[src/core/mhcs_pkg.sv]
// shared constants of the motor host control and status register bank
//----------------------------------------------------------------------
// Function
// [RQ1] Offset 0x00 holds the low eight bits of the speed command.
// [RQ2] Bit 7 of offset 0x01 lets the host speed command drive the motor.
// [RQ3] Bit 0 of offset 0x01 holds the speed MSB; bits 6..1 unused.
// [RQ4] Host should write the MSB register before the low byte register.
// [RQ5] Stored MSB is captured when the low byte lands; command updates atomically.
// [RQ6] Programming needs key 0xB6 at offset 0x02, then the program bit next.
// [RQ7] Stored key is cleared by any other following register access.
// [RQ8] Bit 7 of offset 0x03 blocks entry into the low power state.
// [RQ9] Configuration writes pass only while bit 6 of offset 0x03 is set.
// [RQ10] Bit 5 of offset 0x03 requests reload of nonvolatile contents.
// [RQ11] Bit 4 of offset 0x03 starts programming, subject to the key.
// [RQ12] Status bit 7 at offset 0x10 reports over temperature.
// [RQ13] Status bit 6 reports the device entered its low power state.
// [RQ14] Status bit 5 latches a phase overcurrent event until cleared.
// [RQ15] Reading the status register clears the latched overcurrent flag.
// [RQ16] Status bit 4 reports a locked rotor; bits 3..0 unused.
// [RQ17] Undefined bit positions read zero and ignore writes.
//----------------------------------------------------------------------
package mhcs_pkg;
  // register offsets
  localparam logic [7:0] ADDR_SPEED_LOW = 8'h00;
  localparam logic [7:0] ADDR_SPEED_HIGH = 8'h01;
  localparam logic [7:0] ADDR_UNLOCK = 8'h02;
  localparam logic [7:0] ADDR_NVM_CTRL = 8'h03;
  localparam logic [7:0] ADDR_STATUS = 8'h10;
  localparam logic [7:0] ADDR_CFG_FIRST = 8'h20;
  localparam logic [7:0] ADDR_CFG_LAST = 8'h2B;
  // field positions
  localparam int TAKEOVER_BIT = 7;
  localparam int SPEED_MSB_BIT = 0;
  localparam int LP_BLOCK_BIT = 7;
  localparam int CFG_WE_BIT = 6;
  localparam int RELOAD_BIT = 5;
  localparam int PROGRAM_BIT = 4;
  localparam int SPEED_W = 9;
  // values
  localparam logic [7:0] PROGRAM_KEY = 8'hB6;
  localparam logic [7:0] KEY_RST = 8'h00;
  localparam logic [7:0] PTR_RST = 8'h00;
  localparam logic [8:0] SPEED_RST = 9'h000;
  localparam logic [3:0] BITS_PER_BYTE = 4'h8;
  // bus address of the device, value arbitrary
  localparam logic [6:0] I2C_DEV_ADDR = 7'h2A;
endpackage

[src/core/mhcs_i2c_engine.sv]
// i2c byte engine: pin sampling, framing, acknowledge and bit shifting
`timescale 1ns/1ps
module mhcs_i2c_engine #(
  parameter logic [6:0] DEV_ADDR = mhcs_pkg::I2C_DEV_ADDR
) (
  input wire logic core_clk_i,
  input wire logic rst_i,
  input wire logic scl_i,
  input wire logic sda_i,
  output logic sda_o,
  output logic sda_oe_n_o,
  output logic ptr_stb_o,
  output logic wr_stb_o,
  output logic [7:0] byte_o,
  output logic rd_load_o,
  output logic rd_done_o,
  input wire logic [7:0] rd_byte_i
);
  import mhcs_pkg::*;

  typedef enum logic [2:0] {
    ENG_IDLE = 3'h0,
    ENG_ADDR = 3'h1,
    ENG_ADDR_ACK = 3'h2,
    ENG_WR = 3'h3,
    ENG_WR_ACK = 3'h4,
    ENG_RD = 3'h5,
    ENG_RD_ACK = 3'h6
  } mhcs_eng_state_t;

  mhcs_eng_state_t state_q;
  logic scl_m_q, scl_q, scl_d_q, sda_m_q, sda_q, sda_d_q;
  logic [7:0] shift_q;
  logic [3:0] cnt_q;
  logic rnw_q, first_q, mack_q;

  //--------------------------------------------------------------------
  // pin sampling
  //--------------------------------------------------------------------
  // two stages before any decode; third stage only for edge finding
  always_ff @(posedge core_clk_i or posedge rst_i)
  begin
    if (rst_i)
    begin
      {scl_m_q, scl_q, scl_d_q} <= 3'h7;
      {sda_m_q, sda_q, sda_d_q} <= 3'h7;
    end
    else
    begin
      {scl_m_q, scl_q, scl_d_q} <= {scl_i, scl_m_q, scl_q};
      {sda_m_q, sda_q, sda_d_q} <= {sda_i, sda_m_q, sda_q};
    end
  end

  wire scl_rise = scl_q & ~scl_d_q;
  wire scl_fall = ~scl_q & scl_d_q;
  wire start_ev = scl_q & scl_d_q & sda_d_q & ~sda_q;
  wire stop_ev = scl_q & scl_d_q & ~sda_d_q & sda_q;
  wire byte_full = (cnt_q == BITS_PER_BYTE);
  wire addr_hit = (shift_q[7:1] == DEV_ADDR);

  //--------------------------------------------------------------------
  // framing state machine
  //--------------------------------------------------------------------
  // sda only changes after scl falls, so the host never sees a false start
  always_ff @(posedge core_clk_i or posedge rst_i)
  begin
    if (rst_i)
    begin
      state_q <= ENG_IDLE;
      shift_q <= 8'h00;
      cnt_q <= 4'h0;
      rnw_q <= 1'b0;
      first_q <= 1'b0;
      mack_q <= 1'b0;
      sda_oe_n_o <= 1'b1;
    end
    else if (start_ev)
    begin
      state_q <= ENG_ADDR;
      cnt_q <= 4'h0;
      sda_oe_n_o <= 1'b1;
    end
    else if (stop_ev)
    begin
      state_q <= ENG_IDLE;
      sda_oe_n_o <= 1'b1;
    end
    else if (scl_rise)
    begin
      case (state_q)
        ENG_ADDR, ENG_WR:
        begin
          shift_q <= {shift_q[6:0], sda_q};
          cnt_q <= cnt_q + 4'h1;
        end
        ENG_RD: cnt_q <= cnt_q + 4'h1;
        ENG_RD_ACK: mack_q <= ~sda_q; // low means host wants more
        default: ;
      endcase
    end
    else if (scl_fall)
    begin
      case (state_q)
        ENG_ADDR:
        if (byte_full)
        begin
          if (addr_hit)
          begin
            state_q <= ENG_ADDR_ACK;
            sda_oe_n_o <= 1'b0;
            rnw_q <= shift_q[0];
            first_q <= ~shift_q[0];
          end
          else
          begin
            state_q <= ENG_IDLE;
          end
        end
        ENG_ADDR_ACK, ENG_RD_ACK:
        begin
          cnt_q <= 4'h0;
          if ((state_q == ENG_ADDR_ACK) ? rnw_q : mack_q)
          begin
            state_q <= ENG_RD;
            sda_oe_n_o <= rd_byte_i[7];
            shift_q <= {rd_byte_i[6:0], 1'b0};
          end
          else
          begin
            state_q <= (state_q == ENG_ADDR_ACK) ? ENG_WR : ENG_IDLE;
            sda_oe_n_o <= 1'b1;
          end
        end
        ENG_WR:
        if (byte_full)
        begin
          state_q <= ENG_WR_ACK;
          sda_oe_n_o <= 1'b0;
          first_q <= 1'b0;
        end
        ENG_WR_ACK:
        begin
          state_q <= ENG_WR;
          cnt_q <= 4'h0;
          sda_oe_n_o <= 1'b1;
        end
        ENG_RD:
        if (byte_full)
        begin
          state_q <= ENG_RD_ACK;
          sda_oe_n_o <= 1'b1;
        end
        else
        begin
          sda_oe_n_o <= shift_q[7];
          shift_q <= {shift_q[6:0], 1'b0};
        end
        default: ;
      endcase
    end
  end

  //--------------------------------------------------------------------
  // strobes towards the register bank
  //--------------------------------------------------------------------
  // the read load after an ack waits one cycle so the pointer has moved
  always_ff @(posedge core_clk_i or posedge rst_i)
  begin
    if (rst_i)
    begin
      ptr_stb_o <= 1'b0;
      wr_stb_o <= 1'b0;
      byte_o <= 8'h00;
      rd_load_o <= 1'b0;
      rd_done_o <= 1'b0;
      sda_o <= 1'b0;
    end
    else
    begin
      ptr_stb_o <= scl_fall & (state_q == ENG_WR) & byte_full & first_q;
      wr_stb_o <= scl_fall & (state_q == ENG_WR) & byte_full & ~first_q;
      if (scl_fall && (state_q == ENG_WR) && byte_full)
      begin
        byte_o <= shift_q;
      end
      rd_load_o <= (scl_fall & (state_q == ENG_ADDR) & byte_full & addr_hit & shift_q[0])
        | (rd_done_o & mack_q);
      rd_done_o <= scl_rise & (state_q == ENG_RD_ACK) & ~start_ev & ~stop_ev;
      sda_o <= 1'b0; // open drain: only ever pulls low
    end
  end
endmodule // mhcs_i2c_engine

[src/core/mhcs_regs_top.sv]
// host control and status register bank behind the i2c pins
`timescale 1ns/1ps
module mhcs_regs_top #(
  parameter logic [6:0] DEV_ADDR = mhcs_pkg::I2C_DEV_ADDR
) (
  input wire logic core_clk_i,
  input wire logic rst_i,
  input wire logic scl_i,
  input wire logic sda_i,
  output logic sda_o,
  output logic sda_oe_n_o,
  input wire logic thermal_fault_i,
  input wire logic low_power_state_i,
  input wire logic overcurrent_i,
  input wire logic rotor_stalled_i,
  output logic [mhcs_pkg::SPEED_W-1:0] host_speed_value_o,
  output logic host_speed_takeover_o,
  output logic low_power_entry_block_o,
  output logic cfg_write_enable_o,
  output logic nvm_reload_o,
  output logic nvm_program_o,
  output logic cfg_wr_o,
  output logic [7:0] cfg_addr_o,
  output logic [7:0] cfg_data_o
);
  import mhcs_pkg::*;

  logic ptr_stb, wr_stb, rd_load, rd_done;
  logic [7:0] byte_w;
  logic [7:0] ptr_q;
  logic [7:0] key_q;
  logic [7:0] rd_byte_q;
  logic [7:0] rd_next;
  logic speed_msb_q;
  logic oc_q;

  //--------------------------------------------------------------------
  // bus front end
  //--------------------------------------------------------------------
  mhcs_i2c_engine #(
    .DEV_ADDR(DEV_ADDR)
  ) u_engine (
    .core_clk_i(core_clk_i),
    .rst_i(rst_i),
    .scl_i(scl_i),
    .sda_i(sda_i),
    .sda_o(sda_o),
    .sda_oe_n_o(sda_oe_n_o),
    .ptr_stb_o(ptr_stb),
    .wr_stb_o(wr_stb),
    .byte_o(byte_w),
    .rd_load_o(rd_load),
    .rd_done_o(rd_done),
    .rd_byte_i(rd_byte_q)
  );

  //--------------------------------------------------------------------
  // address decode
  //--------------------------------------------------------------------
  // one strobe qualified by the current register pointer
  function automatic logic hit(input logic stb, input logic [7:0] p, input logic [7:0] a);
    return stb && (p == a);
  endfunction

  wire wr_low = hit(wr_stb, ptr_q, ADDR_SPEED_LOW);
  wire wr_high = hit(wr_stb, ptr_q, ADDR_SPEED_HIGH);
  wire wr_key = hit(wr_stb, ptr_q, ADDR_UNLOCK);
  wire wr_ctrl = hit(wr_stb, ptr_q, ADDR_NVM_CTRL);
  wire rd_status = hit(rd_load, ptr_q, ADDR_STATUS);
  wire rd_high = hit(rd_load, ptr_q, ADDR_SPEED_HIGH);
  wire host_action = wr_stb | rd_done;
  wire in_cfg = (ptr_q >= ADDR_CFG_FIRST) && (ptr_q <= ADDR_CFG_LAST);
  wire prog_req = wr_ctrl && byte_w[PROGRAM_BIT] && (key_q == PROGRAM_KEY); // [RQ6] [RQ11]

  // pointer byte sets it; every data byte moves it on by one
  always_ff @(posedge core_clk_i or posedge rst_i)
  begin
    if (rst_i)
    begin
      ptr_q <= PTR_RST;
    end
    else if (ptr_stb)
    begin
      ptr_q <= byte_w;
    end
    else if (host_action)
    begin
      ptr_q <= ptr_q + 8'h01;
    end
  end

  //--------------------------------------------------------------------
  // speed command
  //--------------------------------------------------------------------
  // msb waits in a holding flop; command only changes on the low byte,
  // so the motor never runs on a half-updated nine bit value
  always_ff @(posedge core_clk_i or posedge rst_i)
  begin
    if (rst_i)
    begin
      speed_msb_q <= 1'b0;
      host_speed_takeover_o <= 1'b0;
      host_speed_value_o <= SPEED_RST;
    end
    else
    begin
      if (wr_high)
      begin
        speed_msb_q <= byte_w[SPEED_MSB_BIT]; // [RQ3]
        host_speed_takeover_o <= byte_w[TAKEOVER_BIT]; // [RQ2]
      end
      if (wr_low)
      begin
        host_speed_value_o <= {speed_msb_q, byte_w}; // [RQ1] [RQ5]
      end
    end
  end

  //--------------------------------------------------------------------
  // programming key
  //--------------------------------------------------------------------
  // any data write or read byte other than a fresh key write wipes it, so a stale key
  // left from an aborted sequence can never unlock a later program
  always_ff @(posedge core_clk_i or posedge rst_i)
  begin
    if (rst_i)
    begin
      key_q <= KEY_RST;
    end
    else if (wr_key)
    begin
      key_q <= byte_w; // [RQ6]
    end
    else if (host_action)
    begin
      key_q <= KEY_RST; // [RQ7]
    end
  end

  //--------------------------------------------------------------------
  // nonvolatile control
  //--------------------------------------------------------------------
  // reload and program are one cycle requests and read back as zero
  always_ff @(posedge core_clk_i or posedge rst_i)
  begin
    if (rst_i)
    begin
      low_power_entry_block_o <= 1'b0;
      cfg_write_enable_o <= 1'b0;
      nvm_reload_o <= 1'b0;
      nvm_program_o <= 1'b0;
    end
    else
    begin
      if (wr_ctrl)
      begin
        low_power_entry_block_o <= byte_w[LP_BLOCK_BIT]; // [RQ8]
        cfg_write_enable_o <= byte_w[CFG_WE_BIT];
      end
      nvm_reload_o <= wr_ctrl & byte_w[RELOAD_BIT]; // [RQ10]
      nvm_program_o <= prog_req; // [RQ11]
    end
  end

  // configuration writes pass through only while enabled
  always_ff @(posedge core_clk_i or posedge rst_i)
  begin
    if (rst_i)
    begin
      cfg_wr_o <= 1'b0;
      cfg_addr_o <= 8'h00;
      cfg_data_o <= 8'h00;
    end
    else
    begin
      cfg_wr_o <= wr_stb & in_cfg & cfg_write_enable_o; // [RQ9]
      if (wr_stb)
      begin
        cfg_addr_o <= ptr_q;
        cfg_data_o <= byte_w;
      end
    end
  end

  //--------------------------------------------------------------------
  // status
  //--------------------------------------------------------------------
  // a new event in the clearing cycle keeps the flag set
  always_ff @(posedge core_clk_i or posedge rst_i)
  begin
    if (rst_i)
    begin
      oc_q <= 1'b0;
    end
    else if (overcurrent_i)
    begin
      oc_q <= 1'b1; // [RQ14]
    end
    else if (rd_status)
    begin
      oc_q <= 1'b0; // [RQ15]
    end
  end

  // read data; undefined bits are zero
  always_comb
  begin
    case (ptr_q)
      ADDR_SPEED_LOW: rd_next = host_speed_value_o[7:0];
      ADDR_SPEED_HIGH: rd_next = {host_speed_takeover_o, 6'h00, speed_msb_q}; // [RQ17]
      ADDR_UNLOCK: rd_next = key_q;
      ADDR_NVM_CTRL: rd_next = {low_power_entry_block_o, cfg_write_enable_o, 6'h00};
      ADDR_STATUS: rd_next = {thermal_fault_i, low_power_state_i, oc_q | overcurrent_i,
        rotor_stalled_i, 4'h0}; // [RQ12] [RQ13] [RQ16]
      default: rd_next = 8'h00;
    endcase
  end

  // byte is frozen at load time and shifted out by the engine
  always_ff @(posedge core_clk_i or posedge rst_i)
  begin
    if (rst_i)
    begin
      rd_byte_q <= 8'h00;
    end
    else if (rd_load)
    begin
      rd_byte_q <= rd_next;
    end
  end
endmodule // mhcs_regs_top

[config.mk]
export PLATFORM = sky130hd
export DESIGN_NAME = mhcs_regs_top
export DESIGN_NICKNAME = d
export VERILOG_FILES = /design/src/core/mhcs_pkg.sv /design/src/core/mhcs_i2c_engine.sv /design/src/core/mhcs_regs_top.sv
export SDC_FILE = /design/constraint.sdc
export NUM_CORES = 1
export LEC_CHECK = 0
export BUFFER_PORTS_ARGS = -buffer_cell sky130_fd_sc_hd__buf_2
export CORE_AREA = 2 2 90 92
export CTS_CLUSTER_DIAMETER = 150
export CTS_CLUSTER_SIZE = 40
export DETAILED_ROUTE_END_ITERATION = 10
export DIE_AREA = 0 0 92 94
export GPL_ROUTABILITY_DRIVEN = 0
export PLACE_DENSITY = 0.78
export RECOVER_POWER = 25
export SYNTH_ARGS = -nofsm -noshare
export SYNTH_HDL_FRONTEND = slang
export SYNTH_SLANG_ARGS = --single-unit
[constraint.sdc]
create_clock -name core_clk_i -period 3.66 [get_ports core_clk_i]
set_clock_uncertainty 0.15 [all_clocks]
set_input_delay 0.183 -clock core_clk_i [delete_from_list [all_inputs] [get_ports core_clk_i]]
set_output_delay 0.183 -clock core_clk_i [all_outputs]
set_load 0.005 [all_outputs]
After elaboration in Yosys (flattened, before gate mapping)
Index checks and enable logic that the tools add are counted.
{ "op_classes": {"reduce_logical": 32, "bitwise_logic": 34, "muxes": 44, "n_eq_ne": 26, "order_cmp": 2, "addsub": 2} }
{ "op_table": {"columns": ["operator", "n"], "rows": [
  ["$mux 8", 9],
  ["$pmux 8 s5", 1],
  ["$mux 3", 8],
  ["$mux 4", 6],
  ["$and 1x1->1", 22],
  ["$eq 8x2->1 const B", 2],
  ["$ne 4x1->1 const B", 4],
  ["$pmux 8 s2", 1],
  ["$pmux 3 s5", 1],
  ["$mux 1", 14],
  ["$reduce_and 7->1", 2],
  ["$reduce_and 6->1", 2],
  ["$reduce_bool 3->1", 4],
  ["$logic_and 1x1->1", 10],
  ["$reduce_bool 2->1", 5],
  ["$eq 3x3->1 const B", 3],
  ["$not 1->1", 9],
  ["$add 8x1->8 const B", 1],
  ["$eq 8x1->1 const B", 1],
  ["$eq 8x5->1 const B", 1],
  ["$eq 8x8->1 const B", 1],
  ["$ge 8x6->1 const B", 1],
  ["$le 8x6->1 const B", 1],
  ["$logic_not 8->1", 1],
  ["19 further kinds", 30]
]} }
{ "totals": {"ff_bits": 94, "out_inout_bits": 33} }

Longest topological paths before layout
Gate-level depths: netlist of the first run.
{ "depth": {"ltp_word": 8, "depth_mapped": 9, "mapped_depth_nobuf": 7} }

Hierarchy
Synthesis of the first run repeated with hierarchy kept, for this count alone.
{ "hier_totals": {"cells_unflattened": 393, "area_unflattened_um2": 4585.6} }
{ "by_module_without_submodules": {"columns": ["module", "cells_per_inst", "n_inst", "area_each_um2"], "rows": [
  ["mhcs_regs_top", 214, 1, 2633.8],
  ["mhcs_i2c_engine", 179, 1, 1951.9]
]} }

Worst setup path after synthesis of the first run
No wires, ideal clock.
{ "synth_path": {"path_kind": "register to register", "start": "register u_engine.scl_d_q", "end": "register u_engine.cnt_q[3]", "synth_period_minus_slack_ns": 2.400, "stages_incl_launch_ff": 10, "arrival_ns": 2.173, "n_path_buf": 2, "setup_ns": 0.078, "path_slack_ns": 1.260, "path_cell_list": "dfstp_2 inv_1 ha_1 buf_6 nand2b_4 buf_6 o32ai_4 a21boi_2 or4_1 a21boi_1"} }
{ "synth_between": {"elab_chain_cells": 5, "elab_cells_between_ends": 16, "cone_classes": "eq/ne: 2; mux: 3; bitwise: 8; reduce/logical: 3"} }
{ "synth_lines": {"columns": ["element", "line", "source"], "rows": [
  ["from (decl)", "mhcs_i2c_engine.sv:32", "logic scl_m_q, scl_q, scl_d_q, sda_m_q, sda_q, sda_d_q;"],
  ["from (signal assigned)", "mhcs_i2c_engine.sv:50", "{scl_m_q, scl_q, scl_d_q} <= {scl_i, scl_m_q, scl_q};"],
  ["$and 1x1->1 / $not 1->1 (equally long branches)", "mhcs_i2c_engine.sv:57, mhcs_i2c_engine.sv:58, mhcs_i2c_engine.sv:55", null],
  ["$and 1x1->1, on equally long branches", "mhcs_i2c_engine.sv:57, mhcs_i2c_engine.sv:55, mhcs_i2c_engine.sv:58", null],
  ["$and 1x1->1, or another cell as far along", "mhcs_i2c_engine.sv:57", "wire start_ev = scl_q & scl_d_q & sda_d_q & ~sda_q;"],
  ["$ne 3x3->1 (no line), or another cell as far along", null, null],
  ["$reduce_and 4->1 (no line) / $mux 4 (equally long branches)", null, null],
  ["to (signal assigned)", "mhcs_i2c_engine.sv:95", "cnt_q <= cnt_q + 4'h1;"],
  ["to (signal assigned)", "mhcs_i2c_engine.sv:97", "ENG_RD: cnt_q <= cnt_q + 4'h1;"],
  ["to (decl)", "mhcs_i2c_engine.sv:34", "logic [3:0] cnt_q;"]
]} }
Several ways; a longest one is shown, not always the timed one. The select of a mux whose other input is x is not followed.
A chain may end at the register's enable or synchronous reset.

Worst setup path after layout of the first run
Same ends and word-level chain as after synthesis.

==> impl_metrics.env, run 1 <==
export IMPL_final_antenna_net_count=0
export IMPL_vdd_drop_max_v=0.000264
export IMPL_coreArea_mm2=0.00761
export IMPL_syn_instance_count=380
export IMPL_drc_errors=0
export IMPL_synth_edf_count=0
export IMPL_fmax_mhz=401
export IMPL_clock_sinks=94
export IMPL_critPathLaunchType="flop"
export IMPL_arrival_ns=2.63
export IMPL_synth_seq_cells=94
export IMPL_pre_cts_ws_ns=1.21
export IMPL_post_drt_via_cell_ratio=6.04
export IMPL_design_area_mm2=0.00493
export IMPL_leakagePower_nw=2.31
export IMPL_status="finished, violations left"
export IMPL_hold_path_class="input port to flop"
export IMPL_wire_per_inst_um=18.0
export IMPL_drt_iter0_drc=300
export IMPL_die_area_mm2=0.00865
export IMPL_timing_final_crit_period_ns=2.50
export IMPL_ys_seq_area_frac=0.532
export IMPL_placed_cell_area_mm2=0.00470
export IMPL_avgSynthCellArea_um2=11.7
export IMPL_yosys_area_top_type="dfrtp_1"
export IMPL_dpl_hpwl_um=6450
export IMPL_slew_violations=54
export IMPL_hold_ws_ns=0.0217
export IMPL_clock_latency_ns=0.36
export IMPL_synth_fp_nets=397
export IMPL_path_max_fanout=8
export IMPL_num_nets_final=437
export IMPL_timing_hold_violations_final=0
export IMPL_rows=32
export IMPL_cts_tree="built"
export IMPL_violations="max-capacitance violations, max-slew violations"
export IMPL_clock_root_buffer="clkbuf_8"
export IMPL_finalWorstSetupSlack_ns=1.16
export IMPL_synthTopCellsByArea="dfrtp_1 49%, mux2_2 13%, dfstp_2 4.1%"
export IMPL_grtUsageTotal=0.235
export IMPL_cts_max_level=3
export IMPL_grt_pass1_vias=3251
export IMPL_utilization=0.648
export IMPL_synth_warnings=0
export IMPL_vias=3182
export IMPL_tightest_slew_ns=2.22
export IMPL_criticalPathCategory="flop to flop"
export IMPL_grt_pass1_wl_um=15900
export IMPL_synthToLayoutAreaGrowth_pct=11.0
export IMPL_top_level_ports=41
export IMPL_tns_ns=0
export IMPL_path_clk_slew_ns=0.09
export IMPL_synth_flop_cell="dfrtp_1"
export IMPL_antennaDiodeCount=0
export IMPL_ys_async_sr_fraction=1.00
export IMPL_drive_gt1_frac=0.264
export IMPL_grt_setup_unrepaired="false"
export IMPL_postCtsResizedCells=0
export IMPL_finalSetupViolCount=0
export IMPL_p_per_area_mw_per_mm2=388
export IMPL_initial_core_util=0.584
export IMPL_max_cap_viol_count=1
export IMPL_fin_crit_sh=0.682
export IMPL_overflow=0
export IMPL_io_buffers=39
export IMPL_fp_dieH_um=94
export IMPL_synth_distinct_cells=58
export IMPL_grt_antenna_before_repair=0
export IMPL_synth_top_area_share=0.490
export IMPL_cts_buffers=9
export IMPL_grt_max_degree=54
export IMPL_crit_path_end_kind="flop"
export IMPL_die_x_um=92
export IMPL_cts_buffer_depth=2
export IMPL_critPathRequiredTime_ns=3.79
export IMPL_wl_um=9500
export IMPL_slew_headroom=-0.489
export IMPL_netlist_area_mm2=0.00444
export IMPL_firstDrtPassIters=4
state kept, by name (all words and copies together) (netlist names), 3 cells and up:
register	count
rd_byte_q	8
u_engine.shift_q	8
host_speed_value_o	9
u_engine.state_q	3
cfg_addr_o	8
u_engine.byte_o	8
u_engine.cnt_q	4
key_q	8
ptr_q	8
cfg_data_o	8
worst max-delay path, stage by stage (launching register included):
cell and delay, ns:
dfstp_2 0.55, inv_1 0.04, ha_1 0.29, nand2b_4 0.22
o32ai_4 0.38, a21boi_2 0.12, or4_1 0.51, a21boi_1 0.16
layer usage:
layer  wire length (um)  track usage  vias to the layer above
met5                  0            0                        -
met4                139       0.0883                        0
met3                357       0.0289                       15
met2               4560        0.382                       92
met1               4450        0.328                     1611
li1                   -            -                     1464
cell usage after synthesis, drive strengths merged, types with 2 or more instances:
master	count
dfrtp	87
mux2	52
nand2	30
inv	19
nor2	15
o21ai	13
a21oi	12
clkbuf	12
a22o	10
a22oi	9
ha	9
o22ai	8
and3	7
dfstp	7
nand3	7
buf	6
nand2b	6
a211oi	5
mux2i	5
xnor2	5
and2	4
nor4	4
o31ai	4
nand3b	3
nor2b	3
o2111ai	3
o41ai	3
xor2	3
a21boi	2
a222oi	2
a31oi	2
nand4	2
nor3	2
or3	2
or4	2
placed cells by master (no fill, tap or decap), types with 5 or more instances in the layout:
| cell type | netlist | routed |
|---|---|---|
| dfrtp_1 | 87 | 87 |
| mux2_2 | 52 | 52 |
| buf_2 | 2 | 31 |
| nand2_1 | 30 | 30 |
| inv_1 | 19 | 18 |
| nor2_1 | 15 | 15 |
| o21ai_0 | 13 | 13 |
| a21oi_1 | 12 | 12 |
| a22o_1 | 10 | 10 |
| clkbuf_8 | 0 | 10 |
| clkbuf_1 | 12 | 10 |
| a22oi_1 | 9 | 9 |
| ha_1 | 9 | 9 |
| o22ai_1 | 8 | 8 |
| and3_1 | 7 | 7 |
| nand3_1 | 6 | 6 |
| nand2b_1 | 5 | 5 |
| a211oi_1 | 5 | 5 |
| xnor2_1 | 5 | 5 |
| mux2i_1 | 5 | 5 |
| dlygate4sd3_1 | 0 | 5 |
| dfstp_2 | 7 | 5 |
path summary, 6_finish.rpt:
| path | start | endpoint | slack (ns) | cells past startpoint |
|---|---|---|---|---|
| hold / removal | rotor_stalled_i | rd_byte_q[4] | 0.02 | 3 |
| hold reg to reg | u_engine.sda_m_q | u_engine.sda_q | 0.21 | 0 |
| setup reg to reg | u_engine.scl_d_q | u_engine.cnt_q[3] | 1.16 | 7 |
| setup / recovery | u_engine.scl_d_q | u_engine.cnt_q[3] | 1.16 | 7 |
| max in group asynchronous | rst_i | u_engine.sda_d_q | 1.37 | 4 |
| min in group asynchronous | rst_i | cfg_data_o[5] | 0.81 | 3 |
per-stage QoR:
stage	power, mW	cells
after floorplan	1.21	380
after global placement	1.23	506
after detailed placement	1.24	506
after CTS	1.92	527
after global routing	1.99	527
final	1.91	527
where the power goes:
part	total [mW]	switching, mW	internal, mW
clock network	0.685	0.348	0.336
registers	1.11	0.0425	1.07
logic	0.116	0.0635	0.0529
total	1.91	0.454	1.46
cell type report:
type                            instances  area (um^2)
Timing Repair Buffer                   47          258
Multi-Input combinational cell        249         1920
Clock buffer                           13          149
Tap cell                              102          128
Clock inverter                          3         43.8
Inverter                               19         72.6
Sequential cell                        94         2360
Fill cell                             613         2680
repair_timing:
action,4_1_cts,5_1_grt
hold buffers,5,0
buffers inserted,0,0
endpoints found under the setup margin,0,0
hold endpoints to repair,55,0
cell families after synthesis:
group	share of synthesized area
xor gates and xnor gates	0.0158
buffers and inverters	0.0361
AOI/OAI and AO/OA	0.131
DFF	0.532
and+or+nand+nor	0.116
other	0.000845
adders and majority gates	0.0254
muxes	0.143
Power figures use the tool's default switching activity.
==> inputs of run 2 (changes only) <==
- clock period: 3.66 -> 2.4 ns (I/O delays scaled with it)
==> run 2 against run 1 <==
Against the previous run:
- the run now ends clean
- cell count increased by 1.9%
- largest power group unchanged
- critical path type unchanged
- final area increased by 2.4%
- clock power increased by 55%
- register-to-register slack got worse by 1.1 ns
- maximum frequency increased by 8.7%
- die area unchanged
- worst setup slack got worse by 1.1 ns
- non-clock buffer count increased by 10
- critical endpoint unchanged
- hold slack improved by 0.19 ns
- sequential power increased by 52%
- global-route usage decreased by 0.90 points
==> impl_metrics.env, run 2 (synthesis results as in run 1) <==
export IMPL_criticalPathCategory="flop to flop"
export IMPL_dpl_hpwl_um=6460
export IMPL_grt_max_degree=95
export IMPL_post_drt_via_cell_ratio=5.99
export IMPL_overflow=0
export IMPL_cts_buffer_depth=2
export IMPL_firstDrtPassIters=5
export IMPL_comb_power_share=0.062
export IMPL_design_area_mm2=0.00505
export IMPL_rrSetupSlack_ns=0.10
export IMPL_finalPower_mw=2.93
export IMPL_timing_hold_violations_final=0
export IMPL_io_buffers=39
export IMPL_clock_latency_ns=0.35
export IMPL_final_cell_mix="87 x dfrtp_1, 52 x mux2_2, 38 x buf_2"
export IMPL_tightest_slew_ns=1.25
export IMPL_placed_cell_area_mm2=0.00476
export IMPL_ff2ff_path_depth=7
export IMPL_max_cap_viol_count=0
export IMPL_reg2reg_to="u_engine.cnt_q[3]"
export IMPL_holdPathEnd="u_engine.scl_q"
export IMPL_grtUsageTotal=0.227
export IMPL_wl_um=9530
export IMPL_timing_final_crit_period_ns=2.30
export IMPL_clock_sinks=94
export IMPL_fp_dieH_um=94
export IMPL_drt_iter0_drc=349
export IMPL_hold_path_class="flop to flop"
export IMPL_fillers=587
export IMPL_whs_path_depth=0
export IMPL_slew_headroom=0.165
export IMPL_intPower_mw=2.22
export IMPL_top_level_ports=41
export IMPL_drive_gt1_frac=0.308
export IMPL_drc_errors=0
export IMPL_cts_max_level=3
export IMPL_fmax_mhz=436
export IMPL_rows=32
export IMPL_initial_core_util=0.584
export IMPL_p_switching_mw=0.706
export IMPL_antennaDiodeCount=0
export IMPL_die_x_um=92
export IMPL_finalSetupViolCount=0
export IMPL_hp_start="u_engine.scl_m_q"
export IMPL_switching_share=0.241
export IMPL_final_antenna_net_count=0
export IMPL_reg2reg_from="u_engine.scl_d_q"
export IMPL_clock_root_buffer="clkbuf_8"
export IMPL_status="finished, final reports clean"
export IMPL_synthToLayoutAreaGrowth_pct=13.7
export IMPL_grt_pass1_vias=3102
export IMPL_final_common_cell="dfrtp_1"
export IMPL_num_nets_final=447
export IMPL_p_seq_frac=0.578
export IMPL_wire_per_inst_um=17.7
export IMPL_largest_reg_flops=9
export IMPL_cts_tree="built"
export IMPL_slew_violations=0
export IMPL_die_area_mm2=0.00865
export IMPL_fin_crit_sh=0.956
export IMPL_p_per_area_mw_per_mm2=581
export IMPL_critPathLaunchType="flop"
export IMPL_power_share_clock=0.360
export IMPL_cts_buffers=9
export IMPL_leakagePower_nw=2.38
export IMPL_path_max_fanout=7
export IMPL_vdd_drop_max_v=0.000376
export IMPL_crit_path_end_kind="flop"
export IMPL_regMostFlops="host_speed_value_o"
export IMPL_grt_antenna_before_repair=0
export IMPL_tns_ns=0
export IMPL_vias=3216
export IMPL_critPathRequiredTime_ns=2.54
export IMPL_coreArea_mm2=0.00761
export IMPL_startpoint="u_engine.scl_d_q"
export IMPL_path_clk_slew_ns=0.09
export IMPL_grt_pass1_wl_um=15200
export IMPL_arrival_ns=2.44
==> run 2: worst max-delay path, stage by stage, from the launching register on <==
cell and delay [ns]:
dfstp_2 0.56, inv_1 0.05, ha_2 0.18, nand2b_4 0.18, o32ai_4 0.35, a21boi_2 0.11
or4_4 0.52, a21boi_2 0.12
==> run 2: power groups by stage <==
stage	sequential, mW	clock, mW	combinational [mW]
2_1_floorplan	1.70	0	0.143
5_1_grt	1.70	1.14	0.205
3_3_place_gp	1.72	0	0.166
3_5_place_dp	1.72	0	0.173
6_report	1.69	1.06	0.182
4_1_cts	1.69	1.08	0.183
==> run 2: what timing repair did <==
item | 4_1_cts | 5_1_grt
setup endpoints to repair | 0 | 1
setup buffers | 0 | 2
hold buffers | 7 | 0
gates resized for setup | 0 | 5
hold endpoints to repair | 93 | 0
==> run 2: worst max-delay path by stage <==
stage	slack, ns	cells after the start	to
3_5_place_dp	0.11	7	u_engine.cnt_q[3]
3_3_place_gp	0.19	7	u_engine.cnt_q[3]
2_1_floorplan	0.04	9	u_engine.cnt_q[3]
5_1_grt	-0.001	5	u_engine.shift_q[4]
6_report	0.10	7	u_engine.cnt_q[3]
4_1_cts	0.09	7	u_engine.cnt_q[3]
==> run 2: layout make-up <==
| class | count | area, um^2 | share of cell area |
|---|---|---|---|
| multi-input combinational | 249 | 1940 | 0.384 |
| inverter | 19 | 75.1 | 0.0149 |
| sequential | 94 | 2360 | 0.468 |
| clock buffer | 11 | 141 | 0.0280 |
| tap | 102 | 128 | 0.0253 |
| timing repair buffer | 57 | 347 | 0.0687 |
| clock inverter | 5 | 58.8 | 0.0117 |
==> run 2: per-stage QoR <==
stage	utilization	hold slack, ns	worst slack [ns]	cells
after floorplan	-	-0.0255	0.0424	380
after global placement	0.625	0.0754	0.193	512
after detailed placement	0.625	0.0772	0.111	512
after CTS	0.661	0.211	0.0886	535
after global routing	0.663	0.225	-0.00109	537
final	0.663	0.215	0.105	537
==> run 2: per-layer routing <==
layer / track usage / up-vias / wire length [um]
met5: 0 / - / 0
met4: 0.0896 / 0 / 155
li1: - / 1488 / -
met1: 0.310 / 1599 / 4320
met3: 0.0305 / 15 / 450
met2: 0.370 / 114 / 4610
